**src/acr_params.svh**
```systemverilog
`ifndef ACR_PARAMS_SVH
`define ACR_PARAMS_SVH

`define ACR_OFS_SWING 12'h048
`define ACR_OFS_ROUTE 12'h060
`define ACR_OFS_CAL_EN 12'h061
`define ACR_OFS_CAL_CFG 12'h062

`define ACR_RST_SWING 8'h00
`define ACR_RST_ROUTE 8'h01
`define ACR_RST_CAL_EN 8'h01
`define ACR_RST_CAL_CFG 8'h01

`define ACR_BIT_DUAL_SWAP 4
`define ACR_BIT_CAL_EN 0
`define ACR_BIT_BG_OS 3
`define ACR_BIT_FG_OS 2
`define ACR_BIT_BG 1
`define ACR_BIT_FG 0

`define ACR_SWING_HIGH 2'h0
`define ACR_SWING_LOW 2'h1
`define ACR_SWING_HIZ 2'h3
`define ACR_SEL_A 2'h1
`define ACR_SEL_B 2'h2

`define ACR_FG_CAL_NS 3000
`define ACR_CLK_NS 100

`endif

```
**src/acr_pkg.sv**
```systemverilog
package acr_pkg;

  typedef enum logic [1:0] {
    acr_swing_high_type_v = 2'h0,
    acr_swing_low_type_v = 2'h1,
    acr_swing_rsvd_type_v = 2'h2,
    acr_swing_hiz_type_v = 2'h3
  } acr_swing_type;

  typedef struct packed {
    logic wr;
    logic rd;
    logic [11:0] addr;
    logic [7:0] wdata;
  } acr_req_type;

  typedef struct packed {
    logic high_swing;
    logic low_swing;
    logic low_swing_high_impedance;
  } acr_drv_type;

  typedef struct packed {
    logic background_offset_cal_enable;
    logic foreground_offset_cal_enable;
    logic background_cal_enable;
    logic foreground_cal_run;
  } acr_cal_type;

endpackage

```
**src/acr_cal_seq.sv**
```systemverilog
`timescale 1ns/1ns
`default_nettype none
`include "acr_params.svh"
module acr_cal_seq
  import acr_pkg::*;
#(
  parameter int FG_CYCLES = (`ACR_FG_CAL_NS + `ACR_CLK_NS - 1) / `ACR_CLK_NS
) (
  input wire logic clock,
  input wire logic reset_n,
  input wire logic cal_enable,
  input wire acr_cal_type cfg,
  output logic cal_values_clear,
  output logic fg_running,
  output logic foreground_done_flag,
  output logic bg_running
);

  typedef enum logic [3:0] {
    acr_st_idle = 4'b0001,
    acr_st_clear = 4'b0010,
    acr_st_fg = 4'b0100,
    acr_st_done = 4'b1000
  } acr_state_type;

  acr_state_type state_q, state_d;
  logic [15:0] cnt_q, cnt_d;

  always_comb begin
    state_d = state_q;
    cnt_d = cnt_q;
    case (state_q)
      acr_st_idle: if (cal_enable) state_d = acr_st_clear;
      acr_st_clear: begin
        cnt_d = 16'h0000;
        state_d = cfg.foreground_cal_run ? acr_st_fg : acr_st_done;
      end
      acr_st_fg: begin
        cnt_d = cnt_q + 16'h0001;
        if (cnt_q == 16'(FG_CYCLES - 1)) state_d = acr_st_done;
      end
      acr_st_done: state_d = acr_st_done;
      default: state_d = acr_st_idle;
    endcase
    if (!cal_enable) state_d = acr_st_idle;
  end

  always_ff @(posedge clock or negedge reset_n) begin
    if (!reset_n) begin
      state_q <= acr_st_idle;
      cnt_q <= 16'h0000;
    end else begin
      state_q <= state_d;
      cnt_q <= cnt_d;
    end
  end

  assign cal_values_clear = (state_q == acr_st_clear);
  assign fg_running = (state_q == acr_st_fg);
  assign foreground_done_flag = (state_q == acr_st_done);
  // background only in the done state, after the foreground phase, or straight after the clear if no foreground run is set
  assign bg_running = foreground_done_flag && cfg.background_cal_enable;

endmodule // acr_cal_seq
`default_nettype wire

```
**src/acr_regs.sv**
```systemverilog
`timescale 1ns/1ns
`default_nettype none
`include "acr_params.svh"
module acr_regs
  import acr_pkg::*;
#(
  parameter int FG_CYCLES = (`ACR_FG_CAL_NS + `ACR_CLK_NS - 1) / `ACR_CLK_NS
) (
  input wire logic clock,
  input wire logic reset_n,
  input wire acr_req_type req,
  input wire logic interleave_enable,
  output logic [7:0] rdata_q,
  output logic rvalid_q,
  output acr_drv_type drv_q,
  output logic swap_q,
  output logic sample_a_q,
  output logic sample_b_q,
  output logic interleave_on_input_a_q,
  output logic interleave_on_input_b_q,
  output logic divider_reset_q,
  output logic cal_reset_q,
  output logic cal_values_clear_q,
  output logic fg_running_q,
  output logic bg_running_q,
  output logic fg_offset_active_q,
  output logic bg_offset_active_q,
  output logic foreground_done_flag_q
);

  logic [7:0] swing_q, swing_d;
  logic [7:0] route_q, route_d;
  logic [7:0] calen_q, calen_d;
  logic [7:0] calcfg_q, calcfg_d;
  logic [7:0] rdata_d;
  logic rvalid_d;
  acr_cal_type cfg;
  logic seq_clear, seq_fg, seq_done, seq_bg;

  // reserved bits are plain storage, no decoder looks at them
  always_comb begin
    swing_d = swing_q;
    route_d = route_q;
    calen_d = calen_q;
    calcfg_d = calcfg_q;
    if (req.wr) begin
      case (req.addr)
        `ACR_OFS_SWING: swing_d = req.wdata;
        `ACR_OFS_ROUTE: route_d = req.wdata;
        `ACR_OFS_CAL_EN: calen_d = req.wdata;
        // write accepted regardless; ordering is software's job
        `ACR_OFS_CAL_CFG: calcfg_d = req.wdata;
        default: swing_d = swing_q;
      endcase
    end
  end

  always_comb begin
    rvalid_d = req.rd;
    case (req.addr)
      `ACR_OFS_SWING: rdata_d = swing_q;
      `ACR_OFS_ROUTE: rdata_d = route_q;
      `ACR_OFS_CAL_EN: rdata_d = calen_q;
      `ACR_OFS_CAL_CFG: rdata_d = calcfg_q;
      default: rdata_d = 8'h00;
    endcase
    if (!req.rd) rdata_d = 8'h00;
  end

  always_ff @(posedge clock or negedge reset_n) begin
    if (!reset_n) begin
      swing_q <= `ACR_RST_SWING;
      route_q <= `ACR_RST_ROUTE;
      calen_q <= `ACR_RST_CAL_EN;
      calcfg_q <= `ACR_RST_CAL_CFG;
      rdata_q <= 8'h00;
      rvalid_q <= 1'b0;
    end else begin
      swing_q <= swing_d;
      route_q <= route_d;
      calen_q <= calen_d;
      calcfg_q <= calcfg_d;
      rdata_q <= rdata_d;
      rvalid_q <= rvalid_d;
    end
  end

  assign cfg.background_offset_cal_enable = calcfg_q[`ACR_BIT_BG_OS];
  assign cfg.foreground_offset_cal_enable = calcfg_q[`ACR_BIT_FG_OS];
  assign cfg.background_cal_enable = calcfg_q[`ACR_BIT_BG];
  assign cfg.foreground_cal_run = calcfg_q[`ACR_BIT_FG];

  acr_cal_seq #(
    .FG_CYCLES(FG_CYCLES)
  ) u_seq (
    .clock(clock),
    .reset_n(reset_n),
    .cal_enable(calen_q[`ACR_BIT_CAL_EN]),
    .cfg(cfg),
    .cal_values_clear(seq_clear),
    .fg_running(seq_fg),
    .foreground_done_flag(seq_done),
    .bg_running(seq_bg)
  );

  acr_drv_type drv_d;
  logic swap_d, sa_d, sb_d, ia_d, ib_d;

  always_comb begin
    drv_d = '0;
    // reserved code 2 drives nothing rather than guess a mode
    case (swing_q[1:0])
      `ACR_SWING_HIGH: drv_d.high_swing = 1'b1;
      `ACR_SWING_LOW: drv_d.low_swing = 1'b1;
      `ACR_SWING_HIZ: drv_d.low_swing_high_impedance = 1'b1;
      default: drv_d = '0;
    endcase
    swap_d = !interleave_enable && route_q[`ACR_BIT_DUAL_SWAP];
    sa_d = !interleave_enable;
    sb_d = !interleave_enable;
    ia_d = interleave_enable && (route_q[1:0] == `ACR_SEL_A);
    ib_d = interleave_enable && (route_q[1:0] == `ACR_SEL_B);
  end

  always_ff @(posedge clock or negedge reset_n) begin
    if (!reset_n) begin
      drv_q <= '0;
      swap_q <= 1'b0;
      sample_a_q <= 1'b0;
      sample_b_q <= 1'b0;
      interleave_on_input_a_q <= 1'b0;
      interleave_on_input_b_q <= 1'b0;
      divider_reset_q <= 1'b1;
      cal_reset_q <= 1'b1;
      cal_values_clear_q <= 1'b0;
      fg_running_q <= 1'b0;
      bg_running_q <= 1'b0;
      fg_offset_active_q <= 1'b0;
      bg_offset_active_q <= 1'b0;
      foreground_done_flag_q <= 1'b0;
    end else begin
      drv_q <= drv_d;
      swap_q <= swap_d;
      sample_a_q <= sa_d;
      sample_b_q <= sb_d;
      interleave_on_input_a_q <= ia_d;
      interleave_on_input_b_q <= ib_d;
      divider_reset_q <= !calen_q[`ACR_BIT_CAL_EN];
      cal_reset_q <= !calen_q[`ACR_BIT_CAL_EN];
      // gated by the enable so activity drops in the same cycle as the hold
      cal_values_clear_q <= seq_clear && calen_q[`ACR_BIT_CAL_EN];
      fg_running_q <= seq_fg && calen_q[`ACR_BIT_CAL_EN];
      bg_running_q <= seq_bg && calen_q[`ACR_BIT_CAL_EN];
      fg_offset_active_q <= seq_fg && calen_q[`ACR_BIT_CAL_EN] && cfg.foreground_offset_cal_enable
        && cfg.foreground_cal_run;
      bg_offset_active_q <= seq_bg && calen_q[`ACR_BIT_CAL_EN] && cfg.background_offset_cal_enable;
      foreground_done_flag_q <= seq_done && calen_q[`ACR_BIT_CAL_EN];
    end
  end

endmodule // acr_regs
`default_nettype wire

```
**config.mk**
```make
export PLATFORM = sky130hd
export DESIGN_NAME = acr_regs
export DESIGN_NICKNAME = d
export VERILOG_FILES = /design/src/acr_pkg.sv /design/src/acr_cal_seq.sv /design/src/acr_regs.sv
export VERILOG_INCLUDE_DIRS = /design/src
export SDC_FILE = /design/constraint.sdc
export NUM_CORES = 1
export LEC_CHECK = 0
export CORE_MARGIN = 8
export CORE_UTILIZATION = 40
export CTS_CLUSTER_SIZE = 14
export DETAILED_ROUTE_END_ITERATION = 10
export DONT_BUFFER_PORTS = 1
export PLACE_DENSITY = 0.57
export SLEW_MARGIN = 20
export SYNTH_ARGS = -nofsm -noshare
export SYNTH_HDL_FRONTEND = slang
export SYNTH_SLANG_ARGS = --single-unit
```
**constraint.sdc**
```tcl
create_clock -name clock -period 2.8 [get_ports clock]
set_input_delay 0.14 -clock clock [delete_from_list [all_inputs] [get_ports clock]]
set_output_delay 0.14 -clock clock [all_outputs]
set_load 0.01 [all_outputs]
```
==> qor.yml <==
status: "finished clean"
timing.final.crit_share_pct: 74.2
ys_ff_latch: 75
dieHeight_um: 107
die_area_um2: 11500
clk_pin_slew_worst_paths_ns: 0.08
fillers: 751
yosysSeqAreaShare_pct: 56.3
regToRegSetupSlack_ns: 0.72
crit_chain: "or4b_1 > or3_1 > o211ai_1 > o31ai_1"
whs_ns: 0.0433
drtIter0Drc: 119
cp.arrival_ns: 2.31
io_buffers: 0
grt_usage_pct: 13.9
antenna_found_initial: 0
dp_hpwl_mm: 5.11
first_pass_iters: 4
critPathCaptureType: "flop"
tritoncts: "yes"
ir_worst_vdd_mv: 0.322
drv_cap: 0
totalPowerFinal_mw: 2.17
final_antenna_net_count: 0
clock_latency_ns: 0.35
ios: 50
area_delta_synth_final_pct: 14.2
place_congestion: 0.810
crit_buf_inv: 0
start_util_pct: 40.9
drt-total-wl_mm: 7.40
r2r_start: "u_seq.state_q[1]$_DFFE_PN0P_"
fin_skew_ns: 0.00635
rows: 33
synth_fp_nets: 306
grt_pass1_vias: 2341
wl_per_cell_um: 18.4
whs_endpoint: "rdata_q[1]$_DFF_PN0_"
grt_pass1_wl_mm: 12.3
p_leak_nw: 1.76
finalHoldViolCount: 0
syn_area_per_cell_um2: 12.0
root_buffer: "clkbuf_8"
async_flop_share_pct: 100
p_per_area_nw_per_um2: 569
finalMaxSlewViolations: 0
ys.flop_type: "dfrtp_1"
viasPerCell: 5.52
h-tree-depth: 3
diodes: 0
cts_max_path_buffers: 2
cpLargestDelayFamily: "simple AND/OR/NAND/NOR gates"
period_needed_ns: 2.08
clock.fmax_mhz: 481
die_w_um: 107
hold-path-cell-count: 3
final_cell_mix: "dfrtp_1 (70), mux2_2 (31), nand2_1 (25)"
netlist_instances: 279
critical_path.max_stage_delay_ns: 0.75
grt_max_degree: 76
min_from: "req[8]"
drive_gt1_share_pct: 21.5
core_area_um2: 8180
layout_commonest_cell: "dfrtp_1"
cts_buffers: 9
cts_sinks: 75
hold_path_class: "in -> reg"
tns_ns: 0
tightest_slew_ns: 0.681
cp-start-kind: "flop"
path_class: "reg -> reg"
syn_area_um2: 3350
slew_headroom_pct: 54.3
r2r_cells: 4
rsz0062_at_grt: "no"
overflow: 0
worstPathRequired_ns: 3.03
synth_cell_types: 49
r2r-end: "u_seq.cnt_q[12]$_DFFE_PN0P_"
finalSetupViolations: 0
finalNetCount: 319
synth_edf_count: 0
cp_max_fo: 12
vias: 2219
yosys_warnings: 0
cpMaxStageDelayCell: "or4b_1"
drcViolationCount: 0
-- power by group --
group / switching, mW / internal [mW]
clock: 0.405 / 0.616
sequential: 0.00411 / 1.09
combinational: 0.0367 / 0.0259
total: 0.446 / 1.73
-- synth_stat cells, types with 5 or more instances --
cell type	count	area, um^2
nor4b_1	5	43.8
mux2i_1	15	150
a22oi_1	6	45.0
o22a_1	8	70.1
mux2_2	31	349
and3_1	5	31.3
clkbuf_1	5	18.8
inv_1	6	22.5
nor2_1	16	60.1
o21ai_0	13	65.1
nand2_1	25	93.8
nand3_1	6	30.0
dfrtp_1	70	1750
dfstp_2	5	131
-- what timing repair did --
action	4_1_cts	5_1_grt
hold buffers	12	0
setup buffers	0	0
resized for setup	0	0
hold endpoints to repair	112	0
-- stage by stage --
| step | util (%) | cell area (um^2) | worst slack, ns | cells |
|---|---|---|---|---|
| floorplan | - | 3350 | 0.968 | 279 |
| global placement | 42.0 | 3430 | 0.769 | 374 |
| detailed placement | 42.0 | 3430 | 0.733 | 374 |
| CTS | 46.7 | 3820 | 0.731 | 402 |
| global route | 46.7 | 3820 | 0.591 | 402 |
| finish | 46.7 | 3820 | 0.721 | 402 |
-- per-layer routing --
| layer | global-route usage (%) | wire length [um] | share of wire (%) |
|---|---|---|---|
| met4 | 5.65 | 149 | 2.0 |
| met2 | 22.1 | 3580 | 48 |
| met3 | 4.73 | 359 | 4.9 |
| met5 | 0 | 0 | 0 |
| met1 | 16.9 | 3320 | 45 |
-- state kept, by name, indices dropped and copies added (netlist names) --
register / count
u_seq.cnt_q: 16
calcfg_q: 8
calen_q: 8
rdata_q: 8
route_q: 8
swing_q: 8
u_seq.state_q: 4
drv_q: 3
bg_offset_active_q: 1
bg_running_q: 1
cal_reset_q: 1
cal_values_clear_q: 1
fg_offset_active_q: 1
fg_running_q: 1
foreground_done_flag_q: 1
interleave_on_input_a_q: 1
interleave_on_input_b_q: 1
rvalid_q: 1
sample_b_q: 1
swap_q: 1
-- area by class of cell --
class	instances	area (um^2)	area share (%)
Multi-Input combinational cell	185	1370	35.9
Sequential cell	75	1880	49.3
Clock inverter	6	113	2.95
Tap cell	105	131	3.44
Inverter	6	22.5	0.590
Clock buffer	10	138	3.60
Timing Repair Buffer	15	160	4.19
-- cell families (layout without fill, tap and decap cells) --
group                    count (synthesis)  count (layout)  synth area share (%)
AO/OA/AOI/OAI                           44              44                  8.83
XOR/XNOR                                 1               1                 0.262
adder cells (fa/ha/maj)                  2               2                 0.748
buffers and inverters                   19              37                  2.69
flip-flops                              75              75                  56.3
multiplexers                            47              47                  15.3
AND/OR/NAND/NOR                         91              91                  15.9
-- worst reg2reg max path, stage by stage, from the launching register on --
cell	delay [ns]
dfrtp_1	0.44
or4b_1	0.75
or3_1	0.50
o211ai_1	0.18
o31ai_1	0.09
-- worst max-delay path by stage --
stage                                       from                     endpoint  slack [ns]  depth (start not counted)
detailed placement  u_seq.state_q[1]$_DFFE_PN0P_  u_seq.cnt_q[12]$_DFFE_PN0P_        0.73                          4
finish              u_seq.state_q[1]$_DFFE_PN0P_  u_seq.cnt_q[12]$_DFFE_PN0P_        0.72                          4
global route        u_seq.state_q[1]$_DFFE_PN0P_  u_seq.cnt_q[12]$_DFFE_PN0P_        0.59                          4
global placement                         req[12]       calen_q[5]$_DFFE_PN0P_        0.77                          4
floorplan           u_seq.state_q[3]$_DFFE_PN0P_  u_seq.cnt_q[14]$_DFFE_PN0P_        0.97                          6
CTS                 u_seq.state_q[1]$_DFFE_PN0P_  u_seq.cnt_q[12]$_DFFE_PN0P_        0.73                          4
(Power assumes the default switching activity.)
